File: src/design/wuaf_pkg.sv
// package for the wake-up address former: register map, field positions,
// reset values, state encoding and timing counts.
// assumes a 32-bit apb slave with word-aligned registers.
package wuaf_pkg;

    // ****************************************************************
    // register map (byte addresses)
    // ****************************************************************
    localparam int unsigned ADDR_W = 12;
    localparam logic [11:0] REG_CFG = 12'h000;
    localparam logic [11:0] REG_BLK = 12'h004;
    localparam logic [11:0] REG_CTRL = 12'h008;
    localparam logic [11:0] REG_STAT = 12'h00C;

    // ****************************************************************
    // field positions
    // ****************************************************************
    localparam int unsigned CFG_WAKE_LSB = 0;
    localparam int unsigned CFG_PAGE_BIT = 16;
    localparam int unsigned CFG_PORT16_BIT = 17;
    localparam int unsigned CFG_BUS16_BIT = 18;
    localparam int unsigned CTRL_WAKE_EN_BIT = 0;
    localparam int unsigned CTRL_SOFT_BIT = 1;
    localparam int unsigned STAT_BUSY_BIT = 0;
    localparam int unsigned STAT_SEEN_BIT = 1;
    localparam int unsigned STAT_CAPT_BIT = 2;

    // ****************************************************************
    // reset values and constants
    // ****************************************************************
    localparam logic CTRL_WAKE_EN_RST = 1'h1;
    localparam logic [31:0] RDATA_RST = 32'h0000_0000;
    localparam logic [15:0] WAKE_RST = 16'h0000;
    localparam int unsigned SEG_SHIFT = 4;
    localparam logic [3:0] SEG_OFFSET = 4'h0;
    localparam logic [3:0] PAGE_FIRST = 4'h0;
    localparam logic [3:0] PAGE_LAST = 4'hF;
    localparam int unsigned SYNC_STAGES = 2;
    localparam logic [1:0] CAPT_SETTLE = 2'h3;

    // ****************************************************************
    // states, gray along capture -> idle -> fetch
    // ****************************************************************
    typedef enum logic [1:0] {
        WUAF_CAPT = 2'h0,
        WUAF_IDLE = 2'h1,
        WUAF_FETCH = 2'h3
    } wuaf_state_t;

endpackage : wuaf_pkg

File: src/design/wuaf_sync.sv
// two-flop synchroniser for a vector of slow, quasi-static pins.
// assumes each bit is sampled on its own; words must be stable for several
// clocks before their value is trusted as a whole.
`timescale 1ns/1ps
`default_nettype none
module wuaf_sync #(
    parameter int unsigned W = 1
) (
    input wire logic pclk,               // system clock
    input wire logic presetn,            // async reset, active low
    input wire logic [W-1:0] d,          // asynchronous input
    output logic [W-1:0] q               // synchronised output
);
    logic [W-1:0] meta_r;
    logic [W-1:0] q_r;

    if (W < 1) begin : g_bad_w
        $error("wuaf_sync: W must be at least 1");
    end

    always_ff @(posedge pclk or negedge presetn) begin
        if (!presetn) begin
            meta_r <= '0;
            q_r <= '0;
        end else begin
            meta_r <= d;
            q_r <= meta_r;
        end
    end

    assign q = q_r;
endmodule : wuaf_sync
`default_nettype wire

File: src/design/wuaf_addr_form.sv
// combinational former of the 24-bit block address and the wake-up port
// number from a latched wake-up value and its mode settings.
// assumes its inputs are held constant by the caller.
`timescale 1ns/1ps
`default_nettype none
module wuaf_addr_form (
    input wire logic [15:0] wake_val,    // latched wake-up value
    input wire logic page_sel,           // page-select setting, 1 = last page
    input wire logic port16,             // 1 = 16-bit port addressing
    output logic [23:0] blk_addr,        // full system address of first block
    output logic [15:0] port_num         // wake-up port number
);
    logic [19:0] seg_addr;
    logic [3:0] page_nib;

    // segment times sixteen plus a zero offset
    assign seg_addr = {wake_val, wuaf_pkg::SEG_OFFSET};
    // fitted jumper sets all four top lines, absent clears them
    assign page_nib = page_sel ? wuaf_pkg::PAGE_LAST : wuaf_pkg::PAGE_FIRST;
    assign blk_addr = {page_nib, seg_addr};
    assign port_num = port16 ? wake_val : {8'h00, wake_val[7:0]};
endmodule : wuaf_addr_form
`default_nettype wire

File: src/design/wuaf_top.sv
// wake-up address former: latches the board straps, forms the address of
// the first communication block, watches host i/o writes for the wake-up
// port and hands a fetch request to the i/o processor.
// assumes straps and the host i/o pins are asynchronous; fetch_ack comes
// from logic on pclk. software sees the settings over apb.
//
// Contract
// - each of the sixteen address straps gives one bit, fitted reads one and absent reads zero.
// - the high strap group gives bits 15..8 and the low group bits 7..0 in descending order.
// - the first fetch goes to the start of the first block at the formed address.
// - the wake-up value is used as a segment with an offset of zero.
// - the 20-bit address is the wake-up value shifted left four places.
// - for 16- or 20-bit hosts any wake-up address is accepted without alignment limits.
// - with the page strap absent the top four address bits are zero.
// - with the page strap fitted the top four address bits are all one.
// - two further straps choose 8/16-bit port addressing and 8/16-bit data width.
// - a signal marked active low is asserted at the low level.
// - the port number is bits 7..0 with 8-bit port addressing, else bits 15..0.
// - an i/o write to the wake-up port starts a parameter fetch with no further host help.
// - with the width strap fitted transfers are 16-bit, otherwise 8-bit.
//
// Our own choices: the APB register port and the address map.
`timescale 1ns/1ps
`default_nettype none
module wuaf_top (
    input wire logic pclk,                        // apb and board clock
    input wire logic presetn,                     // async reset, active low
    input wire logic [11:0] paddr,                // apb address
    input wire logic psel,                        // apb select
    input wire logic penable,                     // apb enable
    input wire logic pwrite,                      // apb direction
    input wire logic [31:0] pwdata,               // apb write data
    output logic [31:0] prdata,                   // apb read data
    output logic pready,                          // apb ready
    output logic pslverr,                         // apb error, unmapped address
    input wire logic [7:0] wake_high_byte_straps, // wake value bits 15..8
    input wire logic [7:0] wake_low_byte_straps,  // wake value bits 7..0
    input wire logic page_select_strap,           // fitted = last 1-mbyte page
    input wire logic port16_strap,                // fitted = 16-bit port addressing
    input wire logic bus16_strap,                 // fitted = 16-bit data transfers
    input wire logic [15:0] host_io_addr,         // host i/o port address
    input wire logic host_io_wr_n,                // host i/o write strobe, active low
    output logic fetch_req,                       // fetch request to the i/o processor
    output logic [23:0] fetch_addr,               // address of the first block
    output logic fetch_wide,                      // 1 = use 16-bit transfers
    input wire logic fetch_ack,                   // i/o processor took the request
    output logic port_wide                        // 1 = 16-bit port addressing active
);
    // ****************************************************************
    // pin synchronisers
    // ****************************************************************
    localparam int unsigned PIN_W = 8 + 8 + 3 + 16 + 1;

    logic [PIN_W-1:0] pins_raw;
    logic [PIN_W-1:0] pins_sync;
    logic [15:0] strap_wake_s;
    logic strap_page_s;
    logic strap_port16_s;
    logic strap_bus16_s;
    logic [15:0] io_addr_s;
    logic io_wr_n_s;

    // a fitted jumper already reads as one at the pin, no inversion needed
    assign pins_raw = {wake_high_byte_straps, wake_low_byte_straps,
                       page_select_strap, port16_strap, bus16_strap,
                       host_io_addr, host_io_wr_n};

    wuaf_sync #(
        .W(PIN_W)
    ) u_sync (
        .pclk(pclk),
        .presetn(presetn),
        .d(pins_raw),
        .q(pins_sync)
    );

    assign strap_wake_s = pins_sync[35:20];
    assign strap_page_s = pins_sync[19];
    assign strap_port16_s = pins_sync[18];
    assign strap_bus16_s = pins_sync[17];
    assign io_addr_s = pins_sync[16:1];
    assign io_wr_n_s = pins_sync[0];

    // ****************************************************************
    // strap latch and state machine
    // ****************************************************************
    wuaf_pkg::wuaf_state_t state_r;
    wuaf_pkg::wuaf_state_t state_nxt;
    logic [1:0] settle_r;
    logic [1:0] settle_nxt;
    logic [15:0] wake_r;
    logic [15:0] wake_nxt;
    logic page_r;
    logic page_nxt;
    logic port16_r;
    logic port16_nxt;
    logic bus16_r;
    logic bus16_nxt;
    logic captured_r;
    logic captured_nxt;
    logic io_wr_n_d_r;
    logic io_wr_n_d_nxt;
    logic fetch_req_r;
    logic fetch_req_nxt;
    logic [23:0] fetch_addr_r;
    logic [23:0] fetch_addr_nxt;
    logic fetch_wide_r;
    logic fetch_wide_nxt;
    logic port_wide_r;
    logic port_wide_nxt;

    logic [23:0] blk_addr;
    logic [15:0] port_num;
    logic io_wr_fall;
    logic port_hit;
    logic host_wake;
    logic soft_wake;
    logic wake_en_r;

    wuaf_addr_form u_form (
        .wake_val(wake_r),
        .page_sel(page_r),
        .port16(port16_r),
        .blk_addr(blk_addr),
        .port_num(port_num)
    );

    // strobe is asserted low; its falling edge marks one host write
    assign io_wr_fall = io_wr_n_d_r & ~io_wr_n_s;
    // the address is sampled with the strobe edge, so the host must hold it
    // stable when the strobe falls; a glitchy bus could miss a wake
    assign port_hit = port16_r ? (io_addr_s == port_num)
                               : (io_addr_s[7:0] == port_num[7:0]);
    assign host_wake = io_wr_fall & port_hit & wake_en_r & captured_r;

    always_comb begin
        state_nxt = state_r;
        settle_nxt = settle_r;
        wake_nxt = wake_r;
        page_nxt = page_r;
        port16_nxt = port16_r;
        bus16_nxt = bus16_r;
        captured_nxt = captured_r;
        io_wr_n_d_nxt = io_wr_n_s;
        fetch_req_nxt = fetch_req_r;
        fetch_addr_nxt = fetch_addr_r;
        fetch_wide_nxt = fetch_wide_r;
        port_wide_nxt = port_wide_r;
        case (state_r)
            wuaf_pkg::WUAF_CAPT: begin
                // wait for the synchroniser to fill before trusting the straps
                if (settle_r == wuaf_pkg::CAPT_SETTLE) begin
                    wake_nxt = strap_wake_s;
                    page_nxt = strap_page_s;
                    port16_nxt = strap_port16_s;
                    bus16_nxt = strap_bus16_s;
                    captured_nxt = 1'b1;
                    state_nxt = wuaf_pkg::WUAF_IDLE;
                end else begin
                    settle_nxt = settle_r + 2'h1;
                end
            end
            wuaf_pkg::WUAF_IDLE: begin
                fetch_wide_nxt = bus16_r;
                port_wide_nxt = port16_r;
                if (host_wake || soft_wake) begin
                    fetch_addr_nxt = blk_addr;
                    fetch_req_nxt = 1'b1;
                    state_nxt = wuaf_pkg::WUAF_FETCH;
                end
            end
            wuaf_pkg::WUAF_FETCH: begin
                // request stands until taken; wakes meanwhile are merged
                if (fetch_ack) begin
                    fetch_req_nxt = 1'b0;
                    state_nxt = wuaf_pkg::WUAF_IDLE;
                end
            end
            default: begin
                fetch_req_nxt = 1'b0;
                state_nxt = wuaf_pkg::WUAF_CAPT;
            end
        endcase
    end

    always_ff @(posedge pclk or negedge presetn) begin
        if (!presetn) begin
            state_r <= wuaf_pkg::WUAF_CAPT;
            settle_r <= 2'h0;
            wake_r <= wuaf_pkg::WAKE_RST;
            page_r <= 1'b0;
            port16_r <= 1'b0;
            bus16_r <= 1'b0;
            captured_r <= 1'b0;
            io_wr_n_d_r <= 1'b1;
            fetch_req_r <= 1'b0;
            fetch_addr_r <= 24'h00_0000;
            fetch_wide_r <= 1'b0;
            port_wide_r <= 1'b0;
        end else begin
            state_r <= state_nxt;
            settle_r <= settle_nxt;
            wake_r <= wake_nxt;
            page_r <= page_nxt;
            port16_r <= port16_nxt;
            bus16_r <= bus16_nxt;
            captured_r <= captured_nxt;
            io_wr_n_d_r <= io_wr_n_d_nxt;
            fetch_req_r <= fetch_req_nxt;
            fetch_addr_r <= fetch_addr_nxt;
            fetch_wide_r <= fetch_wide_nxt;
            port_wide_r <= port_wide_nxt;
        end
    end

    // ****************************************************************
    // apb slave
    // ****************************************************************
    logic pready_r;
    logic pready_nxt;
    logic pslverr_r;
    logic pslverr_nxt;
    logic [31:0] prdata_r;
    logic [31:0] prdata_nxt;
    logic wake_en_nxt;
    logic soft_r;
    logic soft_nxt;
    logic seen_r;
    logic seen_nxt;
    logic mapped;
    logic access;
    logic wr_commit;
    logic [31:0] rd_word;

    assign mapped = (paddr == wuaf_pkg::REG_CFG) || (paddr == wuaf_pkg::REG_BLK) ||
                    (paddr == wuaf_pkg::REG_CTRL) || (paddr == wuaf_pkg::REG_STAT);
    assign access = psel & penable;
    // one wait state: data and ready are both registered
    assign wr_commit = access & pready_r & pwrite & mapped;
    assign soft_wake = soft_r;

    always_comb begin
        rd_word = 32'h0000_0000;
        case (paddr)
            wuaf_pkg::REG_CFG: begin
                rd_word[wuaf_pkg::CFG_WAKE_LSB +: 16] = wake_r;
                rd_word[wuaf_pkg::CFG_PAGE_BIT] = page_r;
                rd_word[wuaf_pkg::CFG_PORT16_BIT] = port16_r;
                rd_word[wuaf_pkg::CFG_BUS16_BIT] = bus16_r;
            end
            wuaf_pkg::REG_BLK: begin
                rd_word[23:0] = blk_addr;
            end
            wuaf_pkg::REG_CTRL: begin
                rd_word[wuaf_pkg::CTRL_WAKE_EN_BIT] = wake_en_r;
            end
            wuaf_pkg::REG_STAT: begin
                rd_word[wuaf_pkg::STAT_BUSY_BIT] = fetch_req_r;
                rd_word[wuaf_pkg::STAT_SEEN_BIT] = seen_r;
                rd_word[wuaf_pkg::STAT_CAPT_BIT] = captured_r;
            end
            default: begin
                rd_word = 32'h0000_0000;
            end
        endcase
    end

    always_comb begin
        pready_nxt = 1'b0;
        pslverr_nxt = 1'b0;
        prdata_nxt = prdata_r;
        wake_en_nxt = wake_en_r;
        soft_nxt = 1'b0;
        seen_nxt = seen_r;
        if (access && !pready_r) begin
            pready_nxt = 1'b1;
            pslverr_nxt = ~mapped;
            prdata_nxt = (pwrite || !mapped) ? 32'h0000_0000 : rd_word;
        end
        if (wr_commit && (paddr == wuaf_pkg::REG_CTRL)) begin
            wake_en_nxt = pwdata[wuaf_pkg::CTRL_WAKE_EN_BIT];
            // soft wake is ignored before straps are latched
            soft_nxt = pwdata[wuaf_pkg::CTRL_SOFT_BIT] & captured_r;
        end
        if (wr_commit && (paddr == wuaf_pkg::REG_STAT) && pwdata[wuaf_pkg::STAT_SEEN_BIT]) begin
            seen_nxt = 1'b0;
        end
        // a wake in the clearing cycle still leaves the flag set
        if (host_wake) begin
            seen_nxt = 1'b1;
        end
    end

    always_ff @(posedge pclk or negedge presetn) begin
        if (!presetn) begin
            pready_r <= 1'b0;
            pslverr_r <= 1'b0;
            prdata_r <= wuaf_pkg::RDATA_RST;
            wake_en_r <= wuaf_pkg::CTRL_WAKE_EN_RST;
            soft_r <= 1'b0;
            seen_r <= 1'b0;
        end else begin
            pready_r <= pready_nxt;
            pslverr_r <= pslverr_nxt;
            prdata_r <= prdata_nxt;
            wake_en_r <= wake_en_nxt;
            soft_r <= soft_nxt;
            seen_r <= seen_nxt;
        end
    end

    // ****************************************************************
    // outputs
    // ****************************************************************
    assign prdata = prdata_r;
    assign pready = pready_r;
    assign pslverr = pslverr_r;
    assign fetch_req = fetch_req_r;
    assign fetch_addr = fetch_addr_r;
    assign fetch_wide = fetch_wide_r;
    assign port_wide = port_wide_r;
endmodule : wuaf_top
`default_nettype wire

File: config.mk
export PLATFORM = sky130hd
export DESIGN_NAME = wuaf_top
export DESIGN_NICKNAME = d
export VERILOG_FILES = /design/src/design/wuaf_pkg.sv /design/src/design/wuaf_sync.sv /design/src/design/wuaf_addr_form.sv /design/src/design/wuaf_top.sv
export SDC_FILE = /design/constraint.sdc
export NUM_CORES = 1
export LEC_CHECK = 0
export ABC_CLOCK_PERIOD_IN_PS = 3200
export BUFFER_PORTS_ARGS = -buffer_cell sky130_fd_sc_hd__buf_2
export CORE_ASPECT_RATIO = 1.1
export CORE_MARGIN = 4
export CORE_UTILIZATION = 30
export CTS_CLUSTER_DIAMETER = 60
export DETAILED_ROUTE_END_ITERATION = 8
export PLACE_DENSITY = 0.55
export SLEW_MARGIN = 20
export SYNTH_ARGS = -nofsm -noshare
export SYNTH_HDL_FRONTEND = slang
export SYNTH_SLANG_ARGS = --single-unit
File: constraint.sdc
create_clock -name pclk -period 3.2 [get_ports pclk]
set_input_delay 0.16 -clock pclk [delete_from_list [all_inputs] [get_ports pclk]]
set_output_delay 0.16 -clock pclk [all_outputs]
set_load 0.005 [all_outputs]
* After elaboration in Yosys (flattened, before gate mapping)
Cells that the tools add are included.
** Word-level totals
- Register bits :: 157
- Bits of input ports :: 86
- Output and inout port bits :: 61
** Cells by class
- Add/sub/neg operators :: 1
- Eq/ne operators :: 11
- Multiplexer cells :: 20
- Bitwise gates (word level) :: 13
- Reduce and logical (&&, ||, !) cells :: 19
** Operator list (count)
- $pmux 16 s2 :: 1
- $eq 12x4->1 const B :: 2
- $mux 24 :: 1
- $eq 16x16->1 :: 1
- $mux 16 :: 1
- $eq 12x3->1 const B :: 1
- $logic_not 12->1 :: 1
- $and 1x1->1 :: 9
- $eq 8x8->1 :: 1
- $mux 1 :: 8
- $mux 2 :: 3
- $ne 2x2->1 const B :: 3
- $pmux 1 s3 :: 2
- $pmux 2 s3 :: 1
- $reduce_and 2->1 :: 3
- $reduce_and 3->1 :: 2
- $logic_or 1x1->1 :: 5
- $mux 5 :: 1
- $eq 2x2->1 const B :: 2
- $logic_and 1x1->1 :: 4
- $mux 4 :: 1
- $not 1->1 :: 4
- $pmux 2 s2 :: 1
- $add 2x1->2 const B :: 1
- other kinds (4) :: 5

* Depth between registers and ports, before layout
Gate-level depths: netlist (run 1).
- Depth in word-level cells :: 9
- Depth in mapped cells :: 9

* Modules after synthesis
A second synthesis (run 1) with hierarchy kept.
** Second synthesis, totals
- Cell total of the unflattened synthesis :: 516
- Area total of the unflattened synthesis :: 6123.4 um2
** By module, submodules not included
- wuaf_top :: instances 1, cells each 403, area an instance 4027.6 um2, sequential area each 2029.4 um2
- wuaf_sync :: instances 1, cells each 72, area an instance 1801.7 um2, sequential area each 1801.7 um2
- wuaf_addr_form :: instances 1, cells each 41, area an instance 294.0 um2, sequential area each 0.0 um2

* Worst setup path before layout (run 1)
Ideal clock, no wire load.
- Path kind :: flip-flop to flip-flop
- From :: register wake_r[14]
- To :: register fetch_addr_r[12], in the netlist fetch_addr[12]
- Arrival :: 1.700 ns
- Slack :: 1.372 ns
- Stages on the path, launching flop included :: 10
- Clock period less this slack :: 1.828 ns
- Cell sequence :: dfrtp_1 -> buf_2 -> o21ai_0 -> o2bb2ai_1 -> a41oi_1 -> o41ai_2 -> o21a_1 -> buf_4 -> buf_6 -> o211ai_2
** On the way
- Cells in the longest elaborated chain, start to end :: 8
** Ends and longest elaborated chain
- start, declared :: line wuaf_top.sv:91 : logic [15:0] wake_r;
- start signal, assigned :: line wuaf_top.sv:190 : wake_r <= wuaf_pkg::WAKE_RST;
- start signal, assigned :: line wuaf_top.sv:203 : wake_r <= wake_nxt;
- $mux 16 :: line wuaf_addr_form.sv:21 : assign port_num = port16 ? wake_val : {8'h00, wake_val[7:0]};
- $eq 16x16->1 :: line wuaf_top.sv:132 : assign port_hit = port16_r ? (io_addr_s == port_num)
- $mux 1 :: line wuaf_top.sv:132
- $and 1x1->1 (3 in series) :: line wuaf_top.sv:134 : assign host_wake = io_wr_fall & port_hit & wake_en_r & captured_r;
- $logic_or 1x1->1 :: line wuaf_top.sv:166 : if (host_wake || soft_wake) begin
- $reduce_and 2->1 (no line)
- end signal, assigned :: line wuaf_top.sv:210 : fetch_addr_r <= fetch_addr_nxt;
- end, declared :: line wuaf_top.sv:105 : logic [23:0] fetch_addr_r;
No other way between the ends.
A chain may end at the register's enable or synchronous reset.

* Worst setup path after layout (run 1)
- From :: register wake_en_r
- To :: register fetch_addr_r[5], in the netlist fetch_addr[5]
** On the way
- Cells in the longest elaborated chain, start to end :: 4
** Ends and longest elaborated chain
- start, declared :: line wuaf_top.sv:118 : logic wake_en_r;
- start signal, assigned :: line wuaf_top.sv:299 : wake_en_r <= wuaf_pkg::CTRL_WAKE_EN_RST;
- start signal, assigned :: line wuaf_top.sv:306 : wake_en_r <= wake_en_nxt;
- $and 1x1->1 (2 in series) :: line wuaf_top.sv:134
- $logic_or 1x1->1 :: line wuaf_top.sv:166
- $reduce_and 2->1 (no line)
No other way between the ends.

==> results.md, run 1 <==
- Worst Max-Slew Pin Slew: 842 ps
- Critical Path RT: 3520 ps
- Cell Rows: 51
- Post-Route WL: 12300 um
- R2r setup slk: 860 ps
- Crit path DAT: 2660 ps
- Routed WL per cell: 15.2 um
- Part of the cycle the worst path needs: 0.730
- First-pass GRT wire length: 19500 um
- Clock root buffer: clkbuf_16
- Critical-path top delay cell: nor2_2
- Cell taking the most area after synthesis: dfrtp_1
- Maximum fanout along the worst path: 18
- Layout cells sized above 1: 0.317
- Final setup violating endpoints: 0
- Total power divided by cell area: 561 mW/mm^2
- Hold Path End: state_r[1]$_DFFE_PN0P_
- P_leak: 3.24 nW
- Post-synth ARST share: 1.00
- Max Clock Freq: 428 MHz
- Synth cell types: 40
- Initial antenna violation count: 0
- Worst slew margin: 0.436
- Post-synth EDFFs: 0
- Hold slack: 26.0 ps
- Number of global-route vias before repair: 3681
- Number of port buffers: 104
- H-Tree Level Count: 4
- Area contributors post-synth: dfrtp_1, mux2_2, nand3_1
- RSZ-0062 raised after global routing: no
- Vias: 3689
- Layout area overhead: 30.8%
- Ant. Diodes: 0
- Clock slew at reported path FFs: 60 ps
- Post-route ant nets: 0
- Crit. End Element: register
- Die height: 149 um
- Clock latency on the worst-skew pair: 410 ps
- DRT Pass-1 Iters: 4
- Hold wc startpoint: fetch_ack
- CP cell instances: nand4b_1, nor4_1, nand4_1, nor2_2, nand3_1, o211ai_1
- Starting Density: 0.305
- Predominant post-synthesis flop cell: dfrtp_1
- Hold depth: 3
- Hold Crit Class: input pin to register
- Worst r2r path cells: 6
- Synth top area share: 0.652
- Routability Congestion: 0.785
- Die W: 136 um
- Ys Warns: 0
- R2R Path Start: wake_en_r$_DFFE_PN1P_
- Largest net degree at the start of global routing: 86
- Max Buffers Root-to-Sink: 2
- Post-Route Setup TNS: 0 ps
- CP Class: register to register
- HPWL Detailed: 8720 um
- Initial DRC Count: 149
- Average size of a mapped cell: 12.8 um^2
- Nets: 651
- Core area: 0.0177 mm^2
- Clock Skew: 5.67 ps
- Fin. Hold Viols: 0
- TritonCTS clock tree: yes
- Fin. max-slew vios: 0
- Cell count after synthesis: 424
- Congestion Overflow GR: 0
- Max Cap Viol: 0
- Kind of cell adding the most delay to the critical path: simple AND/OR/NAND/NOR gates
- Critical Path Start Type: register
- Levels on crit path: 6
- I/O pin cnt: 147
- Via/cell ratio: 4.53
- Slowest Stage Delay on Critical Path: 670 ps
- Reg2reg end: fetch_addr[5]$_DFFE_PN0P_
- Outcome: completed
- Sequential area share after synthesis: 0.662
- Yosys reg bits: 143
- TritonCTS Buffers: 17
- Die Area: 0.0202 mm^2
- Mapped Area: 0.00541 mm^2
- CTS Sinks: 143
- Drt drc: 0
- VDD IR-drop max: 0.364 mV
- Bufs and invs on worst path: 0
- GRT Util Overall: 0.126
- Final worst path period need: 2340 ps
- Dpl ws: 847 ps
- Final Worst Setup Slack: 864 ps
## worst reg2reg max path, stage by stage, from the launching register on
cell and delay [ps]:
dfstp_2 540, nand4b_1 160, nor4_1 310, nand4_1 280
nor2_2 670, nand3_1 160, o211ai_1 130
## flip-flops by register name (all words and copies together) (netlist names), 2 cells and up
signal	cells
u_sync.q	36
prdata	21
u_sync.meta_r	36
settle_r	2
state_r	2
fetch_addr	17
wake_r	16
## stage by stage
stage	utilization	power (mW)	std cells	instance area [um^2]
floorplan	-	2.00	435	5450
global placement	0.344	2.09	744	6110
detailed placement	0.344	2.10	744	6110
CTS	0.399	4.03	815	7080
global route	0.399	4.13	815	7080
finish	0.399	3.97	815	7080
## cell families (layout without fill, tap and decap cells)
family | after synthesis | count (layout) | share of synthesized area
buf+inv | 63 | 205 | 0.0615
other cells | 1 | 12 | 0.000693
compound gates | 77 | 77 | 0.108
mux | 22 | 22 | 0.0458
simple gates | 104 | 104 | 0.0983
fa+ha+maj | 1 | 1 | 0.00231
flops | 143 | 143 | 0.662
xor+xnor | 13 | 13 | 0.0210
## cells in the mapped netlist (2+ instances only)
| cell type | count |
|---|---|
| mux2_2 | 22 |
| buf_2 | 5 |
| nand4b_1 | 5 |
| clkbuf_1 | 12 |
| nand3b_1 | 3 |
| a41oi_1 | 4 |
| inv_1 | 23 |
| o21ai_0 | 20 |
| buf_4 | 22 |
| o2bb2ai_1 | 4 |
| o211ai_2 | 10 |
| xor2_1 | 7 |
| nor4_1 | 3 |
| nor2_1 | 10 |
| dfstp_2 | 2 |
| nand4_1 | 2 |
| o31ai_1 | 3 |
| dfrtp_1 | 141 |
| a21oi_1 | 3 |
| nand2b_1 | 3 |
| o211ai_1 | 7 |
| nand2_1 | 31 |
| or2_2 | 2 |
| nor3_1 | 3 |
| a22oi_1 | 19 |
| o21ai_1 | 2 |
| nand3_1 | 38 |
| xnor2_1 | 6 |
## report_power, final
part | internal, mW | switching [mW]
Sequential | 1.87 | 0.0519
Clock | 1.14 | 0.739
Combinational | 0.0905 | 0.0848
Total | 3.10 | 0.875
## per-layer routing
metal / wire length (um) / track usage
met1: 5340 / 0.164
met2: 6030 / 0.200
met3: 799 / 0.0378
met4: 183 / 0.0454
met5: 0 / 0
## what timing repair did
| action | 4_1_cts | 5_1_grt |
|---|---|---|
| hold endpoints to repair | 94 | 0 |
| hold buffers | 39 | 0 |
| gates resized for setup | 0 | 0 |
| buffers inserted | 0 | 0 |
## final cells by class
cell class	instances	area, um^2
flip-flops and latches	143	3580
inverters	23	86.3
clock inverters	11	106
multi-input cells	229	1550
repair buffers	150	982
clock buffers	21	470
fillers	1706	10700
well taps	238	298
## layout by cell type (no fill, tap or decap), types with 2 or more instances in the layout
| master | Yosys | layout |
|---|---|---|
| nor2_1 | 10 | 10 |
| a21oi_1 | 3 | 3 |
| clkinvlp_4 | 0 | 3 |
| a22oi_1 | 19 | 19 |
| a41oi_1 | 4 | 4 |
| clkbuf_8 | 0 | 3 |
| nand2_1 | 31 | 31 |
| xnor2_1 | 6 | 6 |
| inv_1 | 23 | 23 |
| nand2b_1 | 3 | 3 |
| nand4b_1 | 5 | 5 |
| o2bb2ai_1 | 4 | 4 |
| buf_2 | 5 | 103 |
| nand4_1 | 2 | 2 |
| xor2_1 | 7 | 7 |
| clkbuf_16 | 0 | 17 |
| dlygate4sd3_1 | 0 | 39 |
| nand3b_1 | 3 | 3 |
| clkinv_4 | 0 | 2 |
| buf_4 | 22 | 6 |
| nand3_1 | 38 | 38 |
| o211ai_2 | 10 | 10 |
| o31ai_1 | 3 | 3 |
| inv_6 | 0 | 3 |
| o21ai_1 | 2 | 2 |
| or2_2 | 2 | 2 |
| mux2_2 | 22 | 22 |
| conb_1 | 1 | 12 |
| o21ai_0 | 20 | 20 |
| nor4_1 | 3 | 3 |
| nor3_1 | 3 | 2 |
| dfstp_2 | 2 | 2 |
| nor3_2 | 1 | 2 |
| o211ai_1 | 7 | 7 |
| dfrtp_1 | 141 | 141 |
| clkinv_2 | 0 | 2 |
## how the worst max path moves through the flow
| stage | start | endpoint | slack [ps] |
|---|---|---|---|
| 5_1_grt | wake_en_r$_DFFE_PN1P_ | fetch_addr[4]$_DFFE_PN0P_ | 660 |
| 4_1_cts | port16_r$_DFFE_PN0P_ | fetch_addr[7]$_DFFE_PN0P_ | 850 |
| 3_5_place_dp | port16_r$_DFFE_PN0P_ | fetch_addr[7]$_DFFE_PN0P_ | 850 |
| 3_3_place_gp | wake_r[6]$_DFFE_PN0P_ | fetch_addr[7]$_DFFE_PN0P_ | 910 |
| 6_report | wake_en_r$_DFFE_PN1P_ | fetch_addr[5]$_DFFE_PN0P_ | 860 |
| 2_1_floorplan | wake_r[14]$_DFFE_PN0P_ | fetch_addr[12]$_DFFE_PN0P_ | 1370 |
No activity file was read; power rests on OpenSTA's default activity.
==> inputs of run 2 (changes only) <==
--- a/config.mk
+++ b/config.mk
@@ -5,7 +5,7 @@
 export SDC_FILE = /design/constraint.sdc
 export NUM_CORES = 1
 export LEC_CHECK = 0
-export ABC_CLOCK_PERIOD_IN_PS = 3200
+export ABC_CLOCK_PERIOD_IN_PS = 2300
 export BUFFER_PORTS_ARGS = -buffer_cell sky130_fd_sc_hd__buf_2
 export CORE_ASPECT_RATIO = 1.1
 export CORE_MARGIN = 4
==> constraint.sdc (replaced) <==
create_clock -name pclk -period 2.3 [get_ports pclk]
set_input_delay 0.115 -clock pclk [delete_from_list [all_inputs] [get_ports pclk]]
set_output_delay 0.115 -clock pclk [all_outputs]
set_load 0.005 [all_outputs]
==> run 2 against run 1 <==
  * Clock power increased by 41%
  * Register-to-register slack got worse by 570 ps
  * Combinational power rose by 47%
  * Final cell count increased by 1.8%
  * Critical path depth is 1 higher
  * Count of clock-buffer cells in the layout shrank 1
  * Largest power group unchanged
==> results.md, run 2 (synthesis gave the netlist of run 1 again) <==
- Hold depth: 3
- Via/cell ratio: 4.49
- Ant. Diodes: 0
- Layout area overhead: 33.5%
- Largest net degree at the start of global routing: 84
- CP Class: register to register
- GRT Util Overall: 0.127
- P_leak: 3.32 nW
- Vias: 3725
- HPWL Detailed: 8620 um
- Setup Fix Bufs, Post-CTS: 0
- Clock latency on the worst-skew pair: 420 ps
- Critical Path RT: 2590 ps
- Post-Route Setup TNS: 0 ps
- Number of port buffers: 104
- CTS Sinks: 143
- Initial antenna violation count: 0
- Max Cap Viol: 0
- Part of the cycle the worst path needs: 0.874
- Initial DRC Count: 169
- Post-Route WL: 12300 um
- Starting Density: 0.305
- Nets: 666
- Outcome: completed
- TritonCTS clock tree: yes
- Hold slack: 115 ps
- Clock Skew: 6.16 ps
- Post-route ant nets: 0
- Die height: 149 um
- Final worst path period need: 2010 ps
- Maximum fanout along the worst path: 17
- Final setup violating endpoints: 0
- Area taken by flip-flops and latches: 0.00358 mm^2
- Crit. End Element: register
- H-Tree Level Count: 4
- Number of global-route vias before repair: 3850
- Layout cells sized above 1: 0.328
- First-pass GRT wire length: 19700 um
- Clock slew at reported path FFs: 60 ps
- Critical Path Start Type: register
- Crit path DAT: 2300 ps
- Worst slew margin: 0.488
- Fin. max-slew vios: 0
- Total power divided by cell area: 774 mW/mm^2
- Die Area: 0.0202 mm^2
- Drt drc: 0
- Fillers: 1703
- DRT Pass-1 Iters: 7
- Multi-input gate area: 0.00155 mm^2
- Worst Max-Slew Pin Slew: 768 ps
- Cell Rows: 51
- Max Buffers Root-to-Sink: 2
- Most frequent cells in the layout: dfrtp_1, buf_2, dlygate4sd3_1, nand3_1, nand2_1
- RSZ-0062 raised after global routing: no
- Hold Crit Class: input pin to register
- Commonest non-fill, non-tap cell in the layout: dfrtp_1
- Routability Congestion: 0.774
- Routed WL per cell: 14.8 um
- Clock root buffer: clkbuf_16
- Die W: 136 um
- Congestion Overflow GR: 0
- Worst r2r path cells: 7
- VDD IR-drop max: 0.538 mV
- TritonCTS Buffers: 17
- Max Clock Freq: 497 MHz
- Core area: 0.0177 mm^2
- Fin. Hold Viols: 0
- I/O pin cnt: 147
[run 2: cell types whose count changed in the layout (fill, tap and decap cells not counted), sizes merged]
| cell | before | now |
|---|---|---|
| clkinv | 4 | 2 |
| clkbuf | 21 | 20 |
| dlygate4sd3 | 39 | 44 |
| inv | 26 | 29 |
| buf | 111 | 121 |
[run 2: worst paths after layout]
check	slack, ps	from	to
max reg2reg	290	wake_en_r$_DFFE_PN1P_	fetch_addr[9]$_DFFE_PN0P_
min	120	paddr[3]	wake_en_r$_DFFE_PN1P_
max	290	wake_en_r$_DFFE_PN1P_	fetch_addr[9]$_DFFE_PN0P_
min reg2reg	350	u_sync.meta_r[31]$_DFF_PN0_	u_sync.q[31]$_DFF_PN0_
min in group asynchronous	320	presetn	u_sync.q[17]$_DFF_PN0_
max in group asynchronous	1320	presetn	u_sync.q[3]$_DFF_PN0_
[run 2: what timing repair did]
item | CTS | global route
hold endpoints to repair | 118 | 0
hold buffers | 44 | 0
setup endpoints to repair | 0 | 1
resized for setup | 0 | 1
[run 2: worst max-delay path: stages (launching register included)]
cell      delay (ps)
dfstp_2          540
nand4b_1         130
nor4_1           320
nand4_1          200
a21oi_1          230
o21a_1           190
buf_12           170
o211ai_1         100
[run 2: area by class of cell]
type                    count  share of cell area
clock buffers              20              0.0632
multi-input cells         229               0.215
inverters                  23              0.0120
clock inverters            12              0.0172
repair buffers            165               0.155
well taps                 238              0.0412
flip-flops and latches    143               0.496
[run 2: metrics by stage]
step	instances	setup WS (ps)	power (mW)	utilization	area [um^2]
after detailed placement	754	164	2.92	0.349	6200
after CTS	830	146	5.66	0.407	7220
after global placement	754	260	2.91	0.349	6200
after floorplan	435	472	2.78	-	5450
final	830	290	5.59	0.407	7220
after global routing	830	143	5.79	0.407	7220
[run 2: per-layer routing]
metal	global-route usage	part of all wire	vias to the layer above	wire [um]
li1	-	-	1760	-
met1	0.160	0.43	1813	5270
met2	0.201	0.48	132	5850
met3	0.0415	0.077	20	945
met4	0.0529	0.020	0	240
met5	0	0	-	0
[run 2: power by group]
part           switching (mW)  total, mW  leakage, nW  internal (mW)
sequential             0.0684       2.67         1.75           2.60
combinational           0.123      0.257         1.29          0.135
clock                    1.09       2.66        0.278           1.57
==> inputs of run 3 (changes only) <==
--- a/config.mk
+++ b/config.mk
@@ -12,7 +12,8 @@
 export CORE_UTILIZATION = 30
 export CTS_CLUSTER_DIAMETER = 60
 export DETAILED_ROUTE_END_ITERATION = 8
-export PLACE_DENSITY = 0.55
+export PLACE_DENSITY = 0.5
+export RECOVER_POWER = 100
 export SLEW_MARGIN = 20
 export SYNTH_ARGS = -nofsm -noshare
 export SYNTH_HDL_FRONTEND = slang
==> run 3 against run 2 <==
  * The run now ends with capacitance limit, slew limit left
  * Core utilization is 0.29 points lower
  * Sequential cell count unchanged
  * Clock power grew 11%
  * Combinational power about the same
  * Worst setup slack worse by 80 ps
  * Critical endpoint is now fetch_addr[14]$_DFFE_PN0P_
  * Via count up 0.99%
  * Critical path type unchanged
  * Design area decreased by 0.71%
  * Worst hold slack better by 23 ps
  * Largest power group is now clock
==> results.md, run 3 (synthesis gave the netlist of run 1 again) <==
- Dpl ws: 168 ps
- Part of the cycle the worst path needs: 0.909
- CP cell instances: nand4b_1, nor4_1, nand4_1, a21oi_1, o21a_1, buf_4, o211ai_1
- Fin. Hold Viols: 0
- Initial DRC Count: 179
- Worst slew margin: -0.0107
- P_leak: 3.19 nW
- Max Cap Viol: 1
- Final setup violating endpoints: 0
- Cell Rows: 51
- Number of global-route vias before repair: 3971
- I/O pin cnt: 147
- Commonest non-fill, non-tap cell in the layout: dfrtp_1
- Critical Path Start Type: register
- Congestion Overflow GR: 0
- Number of port buffers: 104
- Crit. End Element: register
- Core area: 0.0177 mm^2
- GRT Util Overall: 0.129
- DRT Pass-1 Iters: 4
- HPWL Detailed: 8750 um
- H-Tree Level Count: 4
- Final Worst Setup Slack: 210 ps
- Largest net degree at the start of global routing: 63
- Clock Skew: 11.1 ps
- Critical Path RT: 2580 ps
- Clock slew at reported path FFs: 60 ps
- TritonCTS clock tree: yes
- Post-Route Setup TNS: 0 ps
- Slowest Stage Delay on Critical Path: 530 ps
- Core Util, Final: 0.404
- Die height: 149 um
- Routed WL per cell: 14.9 um
- Total power divided by cell area: 822 mW/mm^2
- Die W: 136 um
- Die Area: 0.0202 mm^2
- Max Clock Freq: 478 MHz
- Starting Density: 0.305
- Max Buffers Root-to-Sink: 2
- Clock root buffer: clkbuf_16
- Pwr Total: 5.89 mW
- VDD IR-drop max: 0.483 mV
- CP Class: register to register
- Clock latency on the worst-skew pair: 410 ps
- Critical-path top delay cell: dfstp_1
- R2r setup slk: 210 ps
- Final worst path period need: 2090 ps
- First-pass GRT wire length: 20300 um
- Outcome: finished, violations left
- Fin. max-slew vios: 63
- Via/cell ratio: 4.51
- Crit path DAT: 2370 ps
- Bufs and invs on worst path: 1
- RSZ-0062 raised after global routing: no
- Ant. Diodes: 0
- Nets: 671
- Routability Congestion: 0.751
- Maximum fanout along the worst path: 10
- Worst Max-Slew Pin Slew: 1520 ps
- Post-route ant nets: 0
- Layout cells sized above 1: 0.260
- Most frequent cells in the layout: dfrtp_1, buf_2, dlygate4sd3_1, nand3_1
- Hold Crit Class: input pin to register
- Post-Route WL: 12400 um
- TritonCTS Buffers: 17
- Drt drc: 0
- Initial antenna violation count: 0
- CTS Sinks: 143
- Violated checks: capacitance limit, slew limit
- Vias: 3762
- Kind of cell adding the most delay to the critical path: simple AND/OR/NAND/NOR gates
- Layout area overhead: 32.5%
- Setup Fix Bufs, Post-CTS: 0
run 3: changes by cell type in the layout (fill, tap and decap cells not counted), sizes merged:
cell,previous run,this run
buf,121,88
clkinvlp,3,1
clkinv,2,5
inv,29,25
bufinv,1,5
clkbuf,20,56
run 3: final cells by class:
class,instances,area [um^2]
Fill cell,1756,10600
Sequential cell,143,3580
Multi-Input combinational cell,229,1500
Timing Repair Buffer,170,1060
Clock buffer,18,429
Tap cell,238,298
Clock inverter,13,211
Inverter,23,86.3
run 3: power by group:
group          internal, mW  switching (mW)
registers              2.60          0.0670
logic                 0.134           0.125
clock network          1.92            1.04
run 3: worst paths after layout:
kind                                             start                    endpoint  depth (start not counted)
max                              wake_en_r$_DFFE_PN1P_  fetch_addr[14]$_DFFE_PN0P_                          7
min                                           paddr[3]       wake_en_r$_DFFE_PN1P_                          3
max reg2reg                      wake_en_r$_DFFE_PN1P_  fetch_addr[14]$_DFFE_PN0P_                          7
min reg2reg                u_sync.meta_r[27]$_DFF_PN0_      u_sync.q[27]$_DFF_PN0_                          0
max in group asynchronous                      presetn       wake_r[1]$_DFFE_PN0P_                          3
min in group asynchronous                      presetn      prdata[12]$_DFFE_PN0P_                          2
run 3: what timing repair did:
item	in CTS	in global routing
gates resized for setup	0	1
endpoints found under the setup margin	0	1
hold buffers	44	0
hold endpoints to repair	97	0
run 3: metal layers:
metal  vias to the layer above  routed length [um]  global-route usage  share of wire
li1                       1770                   -                   -              -
met1                      1864                5380               0.160           0.43
met2                       115                6110               0.218           0.49
met3                        13                 723              0.0317          0.058
met4                         0                 215              0.0514          0.017
met5                         -                   0                   0              0
run 3: worst min-delay path, cell delays in order:
cell,delay (ps)
buf_2,150
nand3b_1,100
mux2_2,150
run 3: metrics by stage:
| step | instance area, um^2 | std cells | hold slack [ps] |
|---|---|---|---|
| finish | 7170 | 834 | 138 |
| global route | 7170 | 834 | 131 |
| CTS | 7290 | 834 | 116 |
| detailed placement | 6210 | 759 | 139 |
| global placement | 6210 | 759 | 134 |
| floorplan | 5450 | 435 | -181 |
